--- src/rtl/cpw_pkg.sv ---
/*
  Package for the compare PWM channel: register offsets, field positions,
  mode codes and reset values shared by the channel and its helpers.
  Assumes a 32-bit APB master and a single 250 MHz system clock.
*/
package cpw_pkg;

  // Register byte offsets on the APB bus.
  localparam logic [7:0] CPW_CTRL_ONE_OFS = 8'h00;
  localparam logic [7:0] CPW_CTRL_TWO_OFS = 8'h04;
  localparam logic [7:0] CPW_PRIMARY_OFS = 8'h08;
  localparam logic [7:0] CPW_SECONDARY_OFS = 8'h0c;
  localparam logic [7:0] CPW_TIMER_OFS = 8'h10;
  localparam logic [7:0] CPW_CLKDIV_OFS = 8'h14;

  // Fields of channel_control_one.
  localparam int CPW_MODE_LSB = 0;
  localparam int CPW_FLT_STAT_LSB = 4;
  localparam int CPW_FLT_EN_LSB = 7;
  localparam int CPW_IFLAG_BIT = 10;

  // Fields of channel_control_two.
  localparam int CPW_SYNC_LSB = 0;
  localparam int CPW_TRIG_STAT_BIT = 6;
  localparam int CPW_TRIG_SEL_BIT = 7;
  localparam int CPW_FLT_TRI_BIT = 13;
  localparam int CPW_FLT_LVL_BIT = 14;
  localparam int CPW_FLT_MODE_BIT = 15;

  // Channel mode codes.
  localparam logic [2:0] CPW_MODE_PULSE = 3'h5;
  localparam logic [2:0] CPW_MODE_EDGE = 3'h6;
  localparam logic [2:0] CPW_MODE_CENTER = 3'h7;

  // Sync source code that selects this channel's own secondary match.
  localparam logic [4:0] CPW_SYNC_SELF = 5'h1f;
  localparam logic [4:0] CPW_SYNC_NONE = 5'h00;

  // Timer constants and reset values.
  localparam logic [15:0] CPW_TMR_MAX = 16'hffff;
  localparam logic [15:0] CPW_ZERO16 = 16'h0000;
  localparam logic [15:0] CPW_CLKDIV_RST = 16'h0000;

endpackage : cpw_pkg

--- src/rtl/cpw_clk_div.sv ---
/*
  Timer clock divider: turns the system clock into a one-cycle tick pulse.
  Assumes a synchronous active-high reset on the system clock.
*/
`timescale 1ns/1ns
`default_nettype none
module cpw_clk_div
(
  input wire logic clk_i,
  input wire logic rst_i,
  input wire logic [15:0] div_i,
  output logic tick_o
);
  import cpw_pkg::*;

  logic [15:0] cnt_ff; // Cycles since the last tick.
  logic [15:0] nxt_cnt;
  logic hit;           // Count has reached the divide value.

  assign hit = (cnt_ff >= div_i);
  assign nxt_cnt = hit ? CPW_ZERO16 : cnt_ff + 16'h0001;

  // A divide value of zero gives a tick on every cycle.
  always_ff @(posedge clk_i)
  begin
    if (rst_i)
    begin
      cnt_ff <= CPW_ZERO16;
      tick_o <= 1'b0;
    end
    else
    begin
      cnt_ff <= nxt_cnt;
      tick_o <= hit;
    end
  end

endmodule : cpw_clk_div
`default_nettype wire

--- src/rtl/cpw_fault_latch.sv ---
/*
  One fault input: enable gating, status bit and fault condition hold.
  Assumes the fault input is synchronous to the system clock.
*/
`timescale 1ns/1ns
`default_nettype none
module cpw_fault_latch
(
  input wire logic clk_i,
  input wire logic rst_i,
  input wire logic active_i,    // PWM mode is selected.
  input wire logic enable_i,    // fault_input_enable for this input.
  input wire logic fault_i,     // Raw fault input, active high.
  input wire logic latched_i,   // fault_recovery_mode.
  input wire logic clr_stat_i,  // Software clears the status bit.
  input wire logic new_cycle_i, // Timer starts a new cycle.
  output logic status_o,        // fault_input_status.
  output logic cond_o           // Fault condition held.
);
  logic hit; // Enabled fault seen in a PWM mode.
  logic release_ok;

  assign hit = active_i & enable_i & fault_i;
  // Latched recovery also needs status cleared first.
  assign release_ok = new_cycle_i & ~fault_i & (~latched_i | ~status_o);

  // Status set wins over a software clear in the same cycle.
  always_ff @(posedge clk_i)
  begin
    if (rst_i)
    begin
      status_o <= 1'b0;
      cond_o <= 1'b0;
    end
    else
    begin
      status_o <= hit | (status_o & ~clr_stat_i);
      if (hit)
        cond_o <= 1'b1;
      else if (release_ok | ~active_i)
        cond_o <= 1'b0;
    end
  end

endmodule : cpw_fault_latch
`default_nettype wire

--- src/rtl/cpw_channel.sv ---
/*
  Compare PWM channel: edge and center aligned PWM with buffered compare
  values, three fault inputs, synchronous and triggered timer control,
  and an APB register slave.
  Assumes one 250 MHz system clock, inputs synchronous to it, and an APB
  master that holds each request until pready.
*/
// Local design decisions: the address map and register access over APB.
// Functional notes
// Modes 110/111 double-buffer, reload on boundary.
// Edge mode: primary duty, sync sets period.
// Sync: zero timer, output high, reload, flag.
// Edge mode duty match drives output low.
// Entering edge mode: low if duty zero.
// First duty match clears until next period.
// Duty zero low; duty above period high.
// Center mode: rise primary, fall secondary.
// Three fault inputs each gated by enable.
// Status bit per enabled active fault.
// Fault forces level or tri-states output.
// Latched recovery needs status clear too.
// Cycle recovery: input inactive, new cycle.
// Trigger select zero: synchronous, status ignored.
// Sync returns timer to zero next tick.
// Secondary match emits sync output.
// Software enables sync source channel last.
// Trigger select one: hold until trigger.
// Software setup order for edge PWM.
// Synchronized channels share one clock source.
// Trigger status zero holds timer reset.
// 16-bit timer wraps, wrap is boundary.
`timescale 1ns/1ns
`default_nettype none
module cpw_channel
(
  input wire logic CLK_SYS_I,
  input wire logic RESET_I,
  input wire logic PSEL_I,
  input wire logic PENABLE_I,
  input wire logic PWRITE_I,
  input wire logic [7:0] PADDR_I,
  input wire logic [31:0] PWDATA_I,
  output logic [31:0] PRDATA_O,
  output logic PREADY_O,
  output logic PSLVERR_O,
  input wire logic [30:0] SYNC_SOURCES_I, // Sibling sync/trigger lines 1..31.
  input wire logic FAULT_INPUT_A_I,
  input wire logic FAULT_INPUT_B_I,
  input wire logic FAULT_INPUT_C_I,
  output logic COMPARE_OUTPUT_PIN_O,
  output logic COMPARE_OUTPUT_PIN_OE_O,
  output logic SYNC_OUT_O,
  output logic CHANNEL_INTERRUPT_FLAG_O
);
  import cpw_pkg::*;

  // Software-visible control fields.
  logic [2:0] mode_ff;        // channel_mode_select.
  logic [2:0] flt_en_ff;      // fault_input_enable C,B,A.
  logic [4:0] sync_sel_ff;    // sync_trigger_source_select.
  logic trig_sel_ff;          // trigger_select.
  logic trig_stat_ff;         // trigger_status.
  logic flt_tri_ff;           // fault_tristate_enable.
  logic flt_lvl_ff;           // fault_output_level.
  logic flt_mode_ff;          // fault_recovery_mode.
  logic [15:0] pri_ff;        // primary_compare_value as written.
  logic [15:0] sec_ff;        // secondary_compare_value as written.
  logic [15:0] pri_buf_ff;    // Buffered duty / rising compare.
  logic [15:0] sec_buf_ff;    // Buffered period / falling compare.
  logic [15:0] tmr_ff;        // channel_timer.
  logic [15:0] clkdiv_ff;     // Timer clock divide value.
  logic iflag_ff;             // channel_interrupt_flag.
  logic out_ff;               // Waveform level before fault override.
  logic sync_pend_ff;         // Sync seen, acts on next timer tick.
  logic [2:0] mode_prev_ff;   // Mode last cycle, for entry detection.

  // Bus decode.
  logic wr_en;
  logic rd_en;
  logic sel_c1;
  logic sel_c2;
  logic sel_pri;
  logic sel_sec;
  logic sel_tmr;
  logic sel_div;
  logic mapped;

  assign wr_en = PSEL_I & PENABLE_I & PWRITE_I;
  assign rd_en = PSEL_I & ~PENABLE_I & ~PWRITE_I;
  assign sel_c1 = (PADDR_I == CPW_CTRL_ONE_OFS);
  assign sel_c2 = (PADDR_I == CPW_CTRL_TWO_OFS);
  assign sel_pri = (PADDR_I == CPW_PRIMARY_OFS);
  assign sel_sec = (PADDR_I == CPW_SECONDARY_OFS);
  assign sel_tmr = (PADDR_I == CPW_TIMER_OFS);
  assign sel_div = (PADDR_I == CPW_CLKDIV_OFS);
  assign mapped = sel_c1 | sel_c2 | sel_pri | sel_sec | sel_tmr | sel_div;

  // Mode and timing decode.
  logic pwm_on;
  logic edge_on;
  logic center_on;
  logic tick;
  logic sel_line;
  logic self_sync;
  logic sec_match;
  logic pri_match;
  logic wrap;
  logic boundary;
  logic run;
  logic edge_enter;
  logic [2:0] flt_stat;
  logic [2:0] flt_cond;
  logic any_fault;
  logic clr_stat_a;
  logic clr_stat_b;
  logic clr_stat_c;

  assign pwm_on = (mode_ff == CPW_MODE_EDGE) | (mode_ff == CPW_MODE_CENTER);
  assign edge_on = (mode_ff == CPW_MODE_EDGE);
  assign center_on = (mode_ff == CPW_MODE_CENTER);
  assign edge_enter = edge_on & (mode_prev_ff != CPW_MODE_EDGE);
  assign self_sync = (sync_sel_ff == CPW_SYNC_SELF);
  assign sec_match = pwm_on & (tmr_ff == sec_buf_ff);
  assign pri_match = (tmr_ff == pri_buf_ff);
  // Select line: 0x1f is our own secondary match; 0 is no source.
  assign sel_line = self_sync ? SYNC_OUT_O :
                    (sync_sel_ff == CPW_SYNC_NONE) ? 1'b0 :
                    SYNC_SOURCES_I[sync_sel_ff - 5'h01];
  assign wrap = tick & (tmr_ff == CPW_TMR_MAX);
  // A synchronous sync, applied on the tick, starts a new period.
  assign boundary = tick & ((sync_pend_ff & ~trig_sel_ff) | wrap);
  // Trigger mode runs only while trigger status is set.
  assign run = ~trig_sel_ff | trig_stat_ff;
  assign clr_stat_a = wr_en & sel_c1 & ~PWDATA_I[CPW_FLT_STAT_LSB];
  assign clr_stat_b = wr_en & sel_c1 & ~PWDATA_I[CPW_FLT_STAT_LSB + 1];
  assign clr_stat_c = wr_en & sel_c1 & ~PWDATA_I[CPW_FLT_STAT_LSB + 2];
  assign any_fault = |flt_cond;

  // Timer tick divider: the selected timer clock as an enable.
  cpw_clk_div u_div
  (
    .clk_i(CLK_SYS_I),
    .rst_i(RESET_I),
    .div_i(clkdiv_ff),
    .tick_o(tick)
  );

  // Three fault blocks, one per fault input.
  cpw_fault_latch u_flt_a
  (
    .clk_i(CLK_SYS_I), .rst_i(RESET_I), .active_i(pwm_on),
    .enable_i(flt_en_ff[0]), .fault_i(FAULT_INPUT_A_I),
    .latched_i(flt_mode_ff), .clr_stat_i(clr_stat_a),
    .new_cycle_i(boundary), .status_o(flt_stat[0]), .cond_o(flt_cond[0])
  );
  cpw_fault_latch u_flt_b
  (
    .clk_i(CLK_SYS_I), .rst_i(RESET_I), .active_i(pwm_on),
    .enable_i(flt_en_ff[1]), .fault_i(FAULT_INPUT_B_I),
    .latched_i(flt_mode_ff), .clr_stat_i(clr_stat_b),
    .new_cycle_i(boundary), .status_o(flt_stat[1]), .cond_o(flt_cond[1])
  );
  cpw_fault_latch u_flt_c
  (
    .clk_i(CLK_SYS_I), .rst_i(RESET_I), .active_i(pwm_on),
    .enable_i(flt_en_ff[2]), .fault_i(FAULT_INPUT_C_I),
    .latched_i(flt_mode_ff), .clr_stat_i(clr_stat_c),
    .new_cycle_i(boundary), .status_o(flt_stat[2]), .cond_o(flt_cond[2])
  );

  // Next values of timer and waveform.
  logic [15:0] nxt_tmr;
  logic nxt_out;
  logic nxt_trig_stat;

  // Timer: held at zero while stopped, zeroed by sync on the tick.
  always_comb
  begin
    nxt_tmr = tmr_ff;
    if (!run || !pwm_on)
      nxt_tmr = CPW_ZERO16;
    else if (tick && sync_pend_ff && !trig_sel_ff)
      nxt_tmr = CPW_ZERO16;
    else if (tick)
      nxt_tmr = tmr_ff + 16'h0001;
  end

  // Waveform level; faults are applied later at the pin.
  always_comb
  begin
    nxt_out = out_ff;
    if (!pwm_on)
      nxt_out = 1'b0;
    else if (edge_enter)
      nxt_out = (pri_ff != CPW_ZERO16);
    else if (edge_on && boundary)
      // New period: high unless duty or period zero; a coincident
      // duty match loses to the period start.
      nxt_out = (pri_ff != CPW_ZERO16) & (sec_ff != CPW_ZERO16);
    else if (edge_on && tick && pri_match && !(pri_buf_ff > sec_buf_ff))
      nxt_out = 1'b0;
    else if (center_on && tick && pri_match && pri_buf_ff != sec_buf_ff)
      nxt_out = 1'b1;
    else if (center_on && tick && sec_match)
      nxt_out = 1'b0;
  end

  // Trigger status: set by the selected trigger, software write either way.
  always_comb
  begin
    nxt_trig_stat = trig_stat_ff;
    if (wr_en && sel_c2)
      nxt_trig_stat = PWDATA_I[CPW_TRIG_STAT_BIT];
    // A trigger in the same cycle as a software clear wins, so no event
    // is lost to the clear.
    if (trig_sel_ff && sel_line && !self_sync)
      nxt_trig_stat = 1'b1;
  end

  // Control registers written by software.
  always_ff @(posedge CLK_SYS_I)
  begin
    if (RESET_I)
    begin
      mode_ff <= 3'h0;
      flt_en_ff <= 3'h0;
      sync_sel_ff <= 5'h00;
      trig_sel_ff <= 1'b0;
      flt_tri_ff <= 1'b0;
      flt_lvl_ff <= 1'b0;
      flt_mode_ff <= 1'b0;
      pri_ff <= CPW_ZERO16;
      sec_ff <= CPW_ZERO16;
      clkdiv_ff <= CPW_CLKDIV_RST;
    end
    else if (wr_en)
    begin
      if (sel_c1)
      begin
        mode_ff <= PWDATA_I[CPW_MODE_LSB +: 3];
        flt_en_ff <= PWDATA_I[CPW_FLT_EN_LSB +: 3];
      end
      if (sel_c2)
      begin
        sync_sel_ff <= PWDATA_I[CPW_SYNC_LSB +: 5];
        trig_sel_ff <= PWDATA_I[CPW_TRIG_SEL_BIT];
        flt_tri_ff <= PWDATA_I[CPW_FLT_TRI_BIT];
        flt_lvl_ff <= PWDATA_I[CPW_FLT_LVL_BIT];
        flt_mode_ff <= PWDATA_I[CPW_FLT_MODE_BIT];
      end
      if (sel_pri)
        pri_ff <= PWDATA_I[15:0];
      if (sel_sec)
        sec_ff <= PWDATA_I[15:0];
      if (sel_div)
        clkdiv_ff <= PWDATA_I[15:0];
    end
  end

  // Buffered compares load on entry and at each period boundary.
  always_ff @(posedge CLK_SYS_I)
  begin
    if (RESET_I)
    begin
      pri_buf_ff <= CPW_ZERO16;
      sec_buf_ff <= CPW_ZERO16;
    end
    else if (!pwm_on || edge_enter || boundary)
    begin
      pri_buf_ff <= pri_ff;
      sec_buf_ff <= sec_ff;
    end
  end

  // Timer, waveform, sync and flags.
  always_ff @(posedge CLK_SYS_I)
  begin
    if (RESET_I)
    begin
      tmr_ff <= CPW_ZERO16;
      out_ff <= 1'b0;
      trig_stat_ff <= 1'b0;
      sync_pend_ff <= 1'b0;
      mode_prev_ff <= 3'h0;
      iflag_ff <= 1'b0;
    end
    else
    begin
      tmr_ff <= nxt_tmr;
      out_ff <= nxt_out;
      trig_stat_ff <= nxt_trig_stat;
      mode_prev_ff <= mode_ff;
      // A sync waits for the next tick; it is cleared when used.
      sync_pend_ff <= (sync_pend_ff & ~tick) | (sel_line & ~trig_sel_ff);
      // Flag set wins over software clear in the same cycle.
      iflag_ff <= (edge_on & boundary & (sync_pend_ff | wrap)) |
                  (iflag_ff & ~(wr_en & sel_c1 &
                   ~PWDATA_I[CPW_IFLAG_BIT]));
    end
  end

  // Pin and sync outputs, all registered.
  always_ff @(posedge CLK_SYS_I)
  begin
    if (RESET_I)
    begin
      COMPARE_OUTPUT_PIN_O <= 1'b0;
      COMPARE_OUTPUT_PIN_OE_O <= 1'b0;
      SYNC_OUT_O <= 1'b0;
      CHANNEL_INTERRUPT_FLAG_O <= 1'b0;
    end
    else
    begin
      COMPARE_OUTPUT_PIN_O <= any_fault ? flt_lvl_ff : nxt_out;
      COMPARE_OUTPUT_PIN_OE_O <= ~(any_fault & flt_tri_ff);
      SYNC_OUT_O <= tick & sec_match;
      CHANNEL_INTERRUPT_FLAG_O <= iflag_ff;
    end
  end

  // APB slave: zero wait, read data captured in the setup phase.
  always_ff @(posedge CLK_SYS_I)
  begin
    if (RESET_I)
    begin
      PRDATA_O <= 32'h0000_0000;
      PREADY_O <= 1'b0;
      PSLVERR_O <= 1'b0;
    end
    else
    begin
      PREADY_O <= PSEL_I & ~PENABLE_I;
      PSLVERR_O <= PSEL_I & ~PENABLE_I & ~mapped;
      if (rd_en)
      begin
        PRDATA_O <= 32'h0000_0000;
        if (sel_c1)
        begin
          PRDATA_O[CPW_MODE_LSB +: 3] <= mode_ff;
          PRDATA_O[CPW_FLT_STAT_LSB +: 3] <= flt_stat;
          PRDATA_O[CPW_FLT_EN_LSB +: 3] <= flt_en_ff;
          PRDATA_O[CPW_IFLAG_BIT] <= iflag_ff;
        end
        if (sel_c2)
        begin
          PRDATA_O[CPW_SYNC_LSB +: 5] <= sync_sel_ff;
          PRDATA_O[CPW_TRIG_STAT_BIT] <= trig_stat_ff;
          PRDATA_O[CPW_TRIG_SEL_BIT] <= trig_sel_ff;
          PRDATA_O[CPW_FLT_TRI_BIT] <= flt_tri_ff;
          PRDATA_O[CPW_FLT_LVL_BIT] <= flt_lvl_ff;
          PRDATA_O[CPW_FLT_MODE_BIT] <= flt_mode_ff;
        end
        if (sel_pri)
          PRDATA_O[15:0] <= pri_ff;
        if (sel_sec)
          PRDATA_O[15:0] <= sec_ff;
        if (sel_tmr)
          PRDATA_O[15:0] <= tmr_ff;
        if (sel_div)
          PRDATA_O[15:0] <= clkdiv_ff;
      end
    end
  end

  // Checks on the behaviour above.
  hold_stop_a: assert property (@(posedge CLK_SYS_I) disable iff (RESET_I)
    (trig_sel_ff && !trig_stat_ff) |=> tmr_ff == CPW_ZERO16)
    else $error("timer moved while trigger status was clear");
  duty_zero_a: assert property (@(posedge CLK_SYS_I) disable iff (RESET_I)
    (edge_on && $stable(mode_ff) && pri_ff == CPW_ZERO16 &&
     pri_buf_ff == CPW_ZERO16 && !any_fault) |=> !out_ff)
    else $error("output high with zero duty");
  flt_force_a: assert property (@(posedge CLK_SYS_I) disable iff (RESET_I)
    any_fault |=> COMPARE_OUTPUT_PIN_O == $past(flt_lvl_ff))
    else $error("fault level not driven");
  flt_tri_a: assert property (@(posedge CLK_SYS_I) disable iff (RESET_I)
    (any_fault && flt_tri_ff) |=> !COMPARE_OUTPUT_PIN_OE_O)
    else $error("pin driven during tri-state fault");
  ignore_flt_a: assert property (@(posedge CLK_SYS_I) disable iff (RESET_I)
    (!flt_en_ff[0] && !flt_stat[0]) |=> !flt_stat[0] || $past(wr_en))
    else $error("disabled fault set its status");
  sync_zero_a: assert property (@(posedge CLK_SYS_I) disable iff (RESET_I)
    (run && pwm_on && tick && sync_pend_ff && !trig_sel_ff &&
     !(wr_en && (sel_c1 || sel_c2))) |=> tmr_ff == CPW_ZERO16)
    else $error("sync did not zero the timer");
  wrap_zero_a: assert property (@(posedge CLK_SYS_I) disable iff (RESET_I)
    (run && pwm_on && wrap && !(wr_en && (sel_c1 || sel_c2)))
    |=> tmr_ff == CPW_ZERO16)
    else $error("timer did not wrap to zero");
  sync_out_a: assert property (@(posedge CLK_SYS_I) disable iff (RESET_I)
    (tick && sec_match) |=> SYNC_OUT_O)
    else $error("secondary match gave no sync out");
  reload_a: assert property (@(posedge CLK_SYS_I) disable iff (RESET_I)
    (pwm_on && !edge_enter && !boundary) |=> $stable(pri_buf_ff))
    else $error("buffered duty changed mid period");
  flag_set_a: assert property (@(posedge CLK_SYS_I) disable iff (RESET_I)
    (edge_on && boundary) |=> iflag_ff ##1 CHANNEL_INTERRUPT_FLAG_O)
    else $error("period start did not raise the flag");

endmodule : cpw_channel
`default_nettype wire

--- config.mk ---
export PLATFORM = sky130hd
export DESIGN_NAME = cpw_channel
export DESIGN_NICKNAME = d
export VERILOG_FILES = /design/src/rtl/cpw_pkg.sv /design/src/rtl/cpw_clk_div.sv /design/src/rtl/cpw_fault_latch.sv /design/src/rtl/cpw_channel.sv
export SDC_FILE = /design/constraint.sdc
export NUM_CORES = 1
export LEC_CHECK = 0
export ABC_CLOCK_PERIOD_IN_PS = 5150
export BUFFER_PORTS_ARGS = -buffer_cell sky130_fd_sc_hd__buf_2
export CORE_ASPECT_RATIO = 0.7
export CORE_MARGIN = 3
export CORE_UTILIZATION = 54
export CTS_BUF_LIST = sky130_fd_sc_hd__clkbuf_8
export DETAILED_ROUTE_END_ITERATION = 16
export GPL_ROUTABILITY_DRIVEN = 0
export GPL_TIMING_DRIVEN = 0
export PLACE_DENSITY_LB_ADDON = 0.08
export SETUP_SLACK_MARGIN = 0.15
export SLEW_MARGIN = 5
export SYNTH_ARGS = -nofsm -noshare
export SYNTH_HDL_FRONTEND = slang
export SYNTH_HIERARCHICAL = 1
export SYNTH_SLANG_ARGS = --single-unit
--- constraint.sdc ---
create_clock -name CLK_SYS_I -period 5.15 [get_ports CLK_SYS_I]
set_input_delay 1.545 -clock CLK_SYS_I [delete_from_list [all_inputs] [get_ports CLK_SYS_I]]
set_output_delay 1.545 -clock CLK_SYS_I [all_outputs]
set_load 0.03 [all_outputs]
; After elaboration in Yosys (flattened, before gate mapping)
; Cells that the tools add are included.
[totals]
romBits = 0
wordCells = 197
register_bits = 163
ramBits = 0
in_bits = 79
latch_bits = 0
memories = 0
out_inout_bits = 38
[classes]
n_div = 0
bitwise = 80
n_lt_le_gt_ge = 3
n_eq_ne = 13
muxes = 28
shifts = 0
addsub = 3
reduce_logical = 37
multipliers = 0
[op_table]
columns = op, count
row1 = $mux 16, 4
row2 = $and 1x1->1, 38
row3 = $add 16x1->16 const B, 2
row4 = $eq 16x16->1, 2
row5 = $reduce_bool 16->1, 2
row6 = $not 1->1, 22
row7 = $or 1x1->1, 20
row8 = $mux 1, 18
row9 = $eq 16x16->1 const B, 1
row10 = $eq 8x4->1 const B, 2
row11 = $eq 8x5->1 const B, 2
row12 = $ge 16x16->1, 1
row13 = $gt 16x16->1, 1
row14 = $ne 16x16->1, 1
row15 = $logic_and 1x1->1, 13
row16 = $reduce_and 2->1, 5
row17 = $eq 8x3->1 const B, 1
row18 = $logic_not 8->1, 1
row19 = $reduce_bool 2->1, 4
row20 = $mux 7, 1
row21 = $eq 3x3->1 const B, 2
row22 = $lt 5x6->1 const B, 1
row23 = $mux 3, 2
row24 = $reduce_or 3->1, 2
row25 = other kinds (10), 16

; Depth between registers and ports, before layout
; Gate-level depths: netlist of the first run.
[depth]
depth_word = 11
mapped_depth = 10
ltp_nobuf = 9

; By module
; Netlist of the first run, hierarchy kept.
[by_module_without_submodules]
columns = mod, cells_each, n_inst, seq_area_each_um2, area_per_inst_um2
row1 = cpw_channel, 835, 1, 2802.7, 7253.2
row2 = cpw_clk_div, 132, 1, 340.3, 1320.0
row3 = cpw_fault_latch, 10, 3, 40.0, 90.1

; Worst setup path after synthesis of the first run
; OpenSTA, ideal clock, no wires.
[synth_timing]
kind = input to register
startpoint = input port PADDR_I[1]
endpoint = register trig_stat_ff
slack_ns = 2.054
t_arrival_ns = 2.963
required_time_ns = 5.016
cell_stages = 8
setup_ns = 0.134
path_buffers = 2
path_cell_list = nor4_2 -> or3b_1 -> buf_6 -> nor2_8 -> nand3_4 -> buf_6 -> mux2i_1 -> o22ai_1
[synth_via]
elab_chain_cells = 3
[synth_lines]
columns = item, line
row1 = from (decl), cpw_channel.sv:41  ; input wire logic [7:0] PADDR_I,
row2 = $eq 8x3->1, cpw_channel.sv:91  ; assign sel_c2 = (PADDR_I == CPW_CTRL_TWO_OFS);
row3 = $logic_and 1x1->1, cpw_channel.sv:212  ; if (wr_en && sel_c2)
row4 = $reduce_bool 2->1 (no source line), --
row5 = to (signal assigned), cpw_channel.sv:291  ; trig_stat_ff <= nxt_trig_stat;
row6 = to (decl), cpw_channel.sv:62  ; logic trig_stat_ff;
; No other way between the ends.
; A chain may end at the register's enable or synchronous reset.

; Worst setup path after layout of the first run
[layout_timing]
startpoint = input port PADDR_I[1]
endpoint = register sec_ff[10]
[layout_via]
elab_chain_cells = 2
[layout_lines]
columns = item, line
row1 = $eq 8x4->1, cpw_channel.sv:93  ; assign sel_sec = (PADDR_I == CPW_SECONDARY_OFS);
row2 = $reduce_and 2->1 (no source line), --
row3 = to (signal assigned), cpw_channel.sv:254  ; sec_ff <= PWDATA_I[15:0];
row4 = to (decl), cpw_channel.sv:67  ; logic [15:0] sec_ff;
; No other way between the ends.

==> flow_metrics.env, run 1 <==
export IMPL_clock_path_buffers=2
export IMPL_cp_common_cell="buf_2"
export IMPL_cts_root_buf="clkbuf_8"
export IMPL_n_antenna_cell=0
export IMPL_h_tree_depth=4
export IMPL_antenna_found_initial=1
export IMPL_wl_per_cell_microns=19.9
export IMPL_finalHoldViolations=0
export IMPL_via_count=7845
export IMPL_synth_area_sq_mm=0.00884
export IMPL_ys_top_cells_by_count="dfxtp_1 (163), nand2_1 (128), nor2_1 (97)"
export IMPL_fp_dieH_microns=113
export IMPL_clock_sinks=163
export IMPL_drc_errors=0
export IMPL_overflow=0
export IMPL_maxCapViolations=0
export IMPL_powerDensity_mw_per_mm2=252
export IMPL_critPathTopFamily="simple AND/OR/NAND/NOR gates"
export IMPL_ys_seq_elements=163
export IMPL_wl_mm=26.8
export IMPL_period_needed_ns=3.20
export IMPL_synth_edf_count=0
export IMPL_finalPower_mw=2.53
export IMPL_worst_pin_slew_ns=0.966
export IMPL_async_flop_share_pct=0
export IMPL_hold_class="reg -> reg"
export IMPL_skew_ns=0.0152
export IMPL_vdd_drop_max_mv=0.190
export IMPL_place_hpwl_mm=20.8
export IMPL_crit_path_end_kind="flip-flop"
export IMPL_fmax_ghz=0.313
export IMPL_yosysTopAreaCell="dfxtp_1"
export IMPL_crit_chain="buf_2, nor4_2, nor3b_1, and2_1, buf_2, nand3_1, buf_2, nand2_1, a21oi_1"
export IMPL_drive_gt1_share_pct=19.5
export IMPL_clk_latency_ns=0.48
export IMPL_ys_flop_type="dfxtp_1"
export IMPL_die_w_microns=159
export IMPL_clkTransAtPathRegs_ns=0.08
export IMPL_slew_viol_final=0
export IMPL_grt_pass1_wl_mm=41.1
export IMPL_syn_avg_cell_area_sq_um=8.87
export IMPL_yosysSeqAreaShare_pct=36.9
export IMPL_die_area_sq_mm=0.0180
export IMPL_row_count=38
export IMPL_cp_max_fo=10
export IMPL_start_util_pct=56.0
export IMPL_cts_resized=0
export IMPL_yosysTopAreaCellShare_pct=36.9
export IMPL_vias_per_cell=5.83
export IMPL_ys_types=78
export IMPL_grt_total_usage_pct=29.6
export IMPL_fin_tns_setup_ns=0
export IMPL_setup_viol=0
export IMPL_rsz0062_at_grt="no"
export IMPL_synth_most_common_cell="dfxtp_1"
export IMPL_syn2layout_area_growth_pct=13.7
export IMPL_maxSlewHeadroom_pct=35.1
export IMPL_drtAntennaViolNets=0
export IMPL_grt_pass1_vias=7084
export IMPL_seqCellArea_sq_mm=0.00326
export IMPL_portBuffers=82
export IMPL_hold_buffers=0
export IMPL_synthTopCellsByArea="dfxtp_1 (37%), mux2i_1 (6.1%), nand2_1 (5.4%)"
export IMPL_multi_input_area_sq_mm=0.00501
export IMPL_cpPeakStageDelay_ns=0.39
export IMPL_drt_iter0_drc=1158
export IMPL_coreArea_sq_mm=0.0158
export IMPL_worstPathRequired_ns=5.48
export IMPL_run_status="complete, no violations"
export IMPL_fill_cells=1434
export IMPL_worst_setup_path_type="in -> reg"
export IMPL_cts_tree="yes"
export IMPL_min_period_over_period_pct=62.1
export IMPL_cts_buffers=17
export IMPL_cp_start_kind="input port"
export IMPL_nets=1229
export IMPL_post_cts_buffers=0
export IMPL_cp_arrival_ns=3.53
export IMPL_yosysWarnings=6
export IMPL_synthesis_instances=997
export IMPL_crit_buf_inv=3
export IMPL_ioPinCount=117
export IMPL_power_leakage_nw=3.84
export IMPL_drtPass1Iterations=6
export IMPL_grt_max_degree=17
export IMPL_slowest_stage="nor4_2"
==> sequential cells by signal (all words and copies together), names as in the netlist, 3 cells and up <==
register      flops
tmr_ff           16
mode_ff           3
sec_buf_ff       16
u_div/cnt_ff     16
flt_en_ff         3
pri_ff           16
mode_prev_ff      3
PRDATA_O         16
sync_sel_ff       5
sec_ff           16
pri_buf_ff       16
clkdiv_ff        16
==> final cells by class <==
type | instances | area share, %
clock inverter | 13 | 2.04
buffer | 77 | 4.47
clock buffer | 19 | 2.60
sequential | 163 | 32.5
tap | 220 | 2.74
timing repair buffer | 82 | 4.08
inverter | 47 | 1.76
multi-input combinational | 725 | 49.9
==> power by group <==
group	switching [mW]	internal (mW)	leakage, nW
sequential	0.00319	1.26	1.31
clock	0.502	0.603	0.240
combinational	0.107	0.0507	2.28
total	0.611	1.92	3.84
==> metrics by stage <==
step / setup WS (ns) / util [%] / cell area (sq um) / hold WS (ns) / cells
5_1_grt: 1.83 / 63.7 / 10100 / 0.486 / 1346
3_3_place_gp: 1.54 / 60.7 / 9590 / 0.444 / 1314
6_report: 1.95 / 63.7 / 10100 / 0.456 / 1346
2_1_floorplan: 2.05 / - / 8900 / 0.430 / 1012
4_1_cts: 1.99 / 63.7 / 10100 / 0.461 / 1346
3_5_place_dp: 1.50 / 60.7 / 9590 / 0.448 / 1314
==> worst register-to-register path: stages, from the launching register on <==
cell and delay [ns]:
dfxtp_1 0.31, clkbuf_1 0.21, xnor2_1 0.42, nand4_1 0.19
nor4_1 0.66, nand3_1 0.16, nand4b_1 0.14, a21oi_1 0.11
a311o_1 0.35
==> kinds of logic (layout without fill, tap and decap cells) <==
kind of cell             count (synthesis)  after routing  share of synthesized area (%)
multiplexers                            73             73                           9.59
adder cells (fa/ha/maj)                 37             37                           5.23
AND/OR/NAND/NOR                        368            368                           21.7
XOR/XNOR                                59             59                           6.06
AO/OA/AOI/OAI                          172            172                           13.4
flip-flops                             163            163                           36.9
buffers and inverters                  124            238                           7.07
other                                    1             16                         0.0424
==> final timing paths <==
kind | to | start | slack, ns | depth (start not counted)
min reg2reg | PRDATA_O[13] | PRDATA_O[13] | 0.46 | 2
max reg2reg | COMPARE_OUTPUT_PIN_O | tmr_ff[9] | 2.49 | 8
min | PRDATA_O[13] | PRDATA_O[13] | 0.46 | 2
max | sec_ff[10] | PADDR_I[1] | 1.95 | 9
==> placed cells by master (no fill, tap or decap), types with 10 or more instances in the layout <==
cell / count
o21ai_0: 11
dfxtp_1: 163
nor4_1: 10
nand2_1: 128
buf_4: 20
clkbuf_1: 28
and3_1: 12
mux2i_1: 54
o221ai_1: 10
nor4_2: 11
buf_2: 101
inv_1: 47
a22oi_1: 22
clkbuf_8: 19
nand3_1: 21
ha_1: 37
nor2_1: 97
xnor2_1: 39
nor2b_1: 11
xor2_1: 19
mux2_2: 11
a21oi_1: 79
nand4_1: 22
conb_1: 16
==> metal layers <==
| layer | GRT usage [%] | part of all wire [%] | vias to the layer above |
|---|---|---|---|
| li1 | - | - | 3703 |
| met1 | 46.3 | 47 | 3660 |
| met2 | 39.7 | 39 | 434 |
| met3 | 8.74 | 13 | 46 |
| met4 | 6.24 | 1.4 | 2 |
| met5 | 0 | 0.048 | - |
Power figures use the tool's default switching activity.
==> run 2, diff against run 1 <==
--- a/config.mk
+++ b/config.mk
@@ -5,7 +5,8 @@
 export SDC_FILE = /design/constraint.sdc
 export NUM_CORES = 1
 export LEC_CHECK = 0
-export ABC_CLOCK_PERIOD_IN_PS = 5150
+export ABC_AREA = 1
+export ABC_CLOCK_PERIOD_IN_PS = 2800
 export BUFFER_PORTS_ARGS = -buffer_cell sky130_fd_sc_hd__buf_2
 export CORE_ASPECT_RATIO = 0.7
 export CORE_MARGIN = 3
==> constraint.sdc (replaced) <==
create_clock -name CLK_SYS_I -period 2.8 [get_ports CLK_SYS_I]
set_input_delay 0.84 -clock CLK_SYS_I [delete_from_list [all_inputs] [get_ports CLK_SYS_I]]
set_output_delay 0.84 -clock CLK_SYS_I [all_outputs]
set_load 0.03 [all_outputs]
==> run 2 against run 1 <==
Effect of this change:
- non-clock buffer count decreased by 10
- register-to-register slack worse by 2.1 ns
- combinational power is 68% higher
- clock power up 68%
- highest routed layer is now met4
==> flow_metrics.env, run 2 <==
export IMPL_clock_path_buffers=2
export IMPL_wl_mm=27.7
export IMPL_h_tree_depth=4
export IMPL_setup_viol=0
export IMPL_postPlaceCellArea_sq_mm=0.00963
export IMPL_synthMuxAreaShare_pct=0
export IMPL_ys_types=44
export IMPL_rrSetupSlack_ns=0.39
export IMPL_min_period_over_period_pct=86.2
export IMPL_fill_cells=1534
export IMPL_synth_edf_count=0
export IMPL_post_cts_buffers=0
export IMPL_slew_viol_final=0
export IMPL_grt_pass1_vias=7962
export IMPL_drtAntennaViolNets=0
export IMPL_yosysWarnings=6
export IMPL_yosysTopAreaCellShare_pct=36.7
export IMPL_synth_area_sq_mm=0.00888
export IMPL_cts_tree="yes"
export IMPL_synthesis_instances=1255
export IMPL_crit_buf_inv=5
export IMPL_reg2reg_depth=13
export IMPL_n_antenna_cell=0
export IMPL_portBuffers=84
export IMPL_yosysTopAreaCell="dfxtp_1"
export IMPL_r2r_end="trig_stat_ff"
export IMPL_utilization_pct=63.7
export IMPL_maxSlewHeadroom_pct=48.4
export IMPL_ys_seq_elements=163
export IMPL_skew_ns=0.0110
export IMPL_syn2layout_area_growth_pct=13.2
export IMPL_synth_fa_ha_area_share_pct=5.21
export IMPL_vias_per_cell=5.53
export IMPL_ys_flop_type="dfxtp_1"
export IMPL_worst_pin_slew_ns=0.768
export IMPL_crit_chain="buf_2, inv_2, buf_4, ha_1, buf_2, inv_2, nand3_1, nand3_1, nand3_1, a21oi_1, nand3b_1, or2_1, a21oi_1"
export IMPL_synthTopCellsByArea="dfxtp_1 (37%), nand2_1 (10%), a21oi_1 (8.1%)"
export IMPL_min_delay_start="PRDATA_O[9]"
export IMPL_antenna_found_initial=0
export IMPL_hold_class="reg -> reg"
export IMPL_finalHoldViolations=0
export IMPL_cp_common_cell="nand3_1"
export IMPL_period_needed_ns=2.41
export IMPL_hold_path_depth=2
export IMPL_cts_buffers=17
export IMPL_overflow=0
export IMPL_holdPathEnd="PRDATA_O[9]"
export IMPL_placed_cells=1574
export IMPL_wl_per_cell_microns=17.3
export IMPL_final_area_sq_mm=0.0101
export IMPL_fmax_ghz=0.414
export IMPL_die_w_microns=159
export IMPL_nets=1489
export IMPL_die_area_sq_mm=0.0180
export IMPL_clock_sinks=163
export IMPL_finalNonFillerCells=1606
export IMPL_run_status="complete, no violations"
export IMPL_yosysSeqAreaShare_pct=36.7
export IMPL_synth_top_family_by_area="simple AND/OR/NAND/NOR gates"
export IMPL_final_common_cell="nand2_1"
export IMPL_synth_most_common_cell="nand2_1"
export IMPL_grt_total_usage_pct=30.6
export IMPL_grt_pass1_wl_mm=43.0
export IMPL_ys_top_cells_by_count="nand2_1 (241), dfxtp_1 (163), inv_1 (156)"
export IMPL_ioPinCount=117
export IMPL_worst_setup_path_type="reg -> reg"
export IMPL_fin_tns_setup_ns=0
export IMPL_critPathTopFamily="buffers and inverters"
export IMPL_slowest_stage="dfxtp_1"
export IMPL_drive_gt1_share_pct=15.0
export IMPL_yosys_area_share_simple_pct=25.2
export IMPL_clkTransAtPathRegs_ns=0.09
export IMPL_powerDensity_mw_per_mm2=442
export IMPL_cts_root_buf="clkbuf_8"
export IMPL_maxCapViolations=0
export IMPL_drt_iter0_drc=931
export IMPL_cp_max_fo=11
export IMPL_coreArea_sq_mm=0.0158
export IMPL_crit_path_end_kind="flip-flop"
export IMPL_final_cell_mix="nand2_1 (241), dfxtp_1 (163), inv_1 (155), a21oi_1 (143), buf_2 (98)"
export IMPL_vdd_drop_max_mv=0.285
export IMPL_synth_compound_area_share_pct=18.1
export IMPL_finalPower_mw=4.44
export IMPL_r2r_start="sync_sel_ff[0]"
export IMPL_row_count=38
export IMPL_cpPeakStageDelay_ns=0.35
export IMPL_drtPass1Iterations=5
export IMPL_worstPathRequired_ns=3.20
export IMPL_synth_xor_area_share_pct=3.45
export IMPL_drc_errors=0
export IMPL_syn_avg_cell_area_sq_um=7.08
export IMPL_place_hpwl_mm=21.9
export IMPL_power_leakage_nw=4.28
export IMPL_fp_dieH_microns=113
export IMPL_cp_start_kind="flip-flop"
export IMPL_grt_max_degree=17
export IMPL_cp_arrival_ns=2.82
export IMPL_start_util_pct=56.3
export IMPL_rsz0062_at_grt="no"
export IMPL_clk_latency_ns=0.48
export IMPL_async_flop_share_pct=0
export IMPL_via_count=8879
run 2: cell type report:
class | instances | area (sq um) | share of cell area (%)
Sequential cell | 163 | 3260 | 32.5
Clock buffer | 17 | 234 | 2.33
Buffer | 65 | 380 | 3.78
Clock inverter | 15 | 183 | 1.82
Inverter | 166 | 626 | 6.22
Tap cell | 220 | 275 | 2.74
Timing Repair Buffer | 84 | 420 | 4.18
Multi-Input combinational cell | 876 | 4670 | 46.5
run 2: repair_timing:
action,4_1_cts,5_1_grt
hold buffers,0,0
endpoints found under the hold margin,0,0
setup endpoints to repair,0,1
gates resized for setup,0,1
run 2: worst reg2reg max path: cells and delay by family, from the launching register on:
kind	cells	cell delay, ns
AO/OA/AOI/OAI	2	0.20
AND/OR/NAND/NOR	5	0.72
adder cells (fa/ha/maj)	1	0.28
buffers and inverters	5	0.81
flip-flops	1	0.35
run 2: how the worst max path moves through the flow:
| stage | from | end | cells after the start |
|---|---|---|---|
| 3_5_place_dp | PADDR_I[7] | PRDATA_O[8] | 9 |
| 3_3_place_gp | PADDR_I[1] | iflag_ff | 10 |
| 5_1_grt | sync_sel_ff[0] | trig_stat_ff | 13 |
| 2_1_floorplan | sync_sel_ff[0] | trig_stat_ff | 13 |
| 6_report | sync_sel_ff[0] | trig_stat_ff | 13 |
| 4_1_cts | sync_sel_ff[0] | trig_stat_ff | 13 |
run 2: per-stage QoR:
step	hold WS [ns]	setup slack, ns
final	0.466	0.385
after detailed placement	0.453	0.132
after CTS	0.466	0.313
after global routing	0.487	0.208
after floorplan	0.419	0.715
after global placement	0.451	0.143
run 2: per-layer routing:
layer	GRT usage, %	routed length [microns]
met5	0	0
met4	8.63	514
met3	12.3	3900
met2	39.9	10300
met1	45.7	13000
run 2: power breakdown:
group          internal, mW  switching [mW]
combinational        0.0858           0.179
clock                 0.891           0.959
sequential             2.32         0.00340
run 2: logic make-up after synthesis:
logic type,Yosys count
AOI/OAI and AO/OA,300
buffers and inverters,231
and+or+nand+nor,488
adders and majority gates,37
xor gates and xnor gates,35
other,1
DFF,163
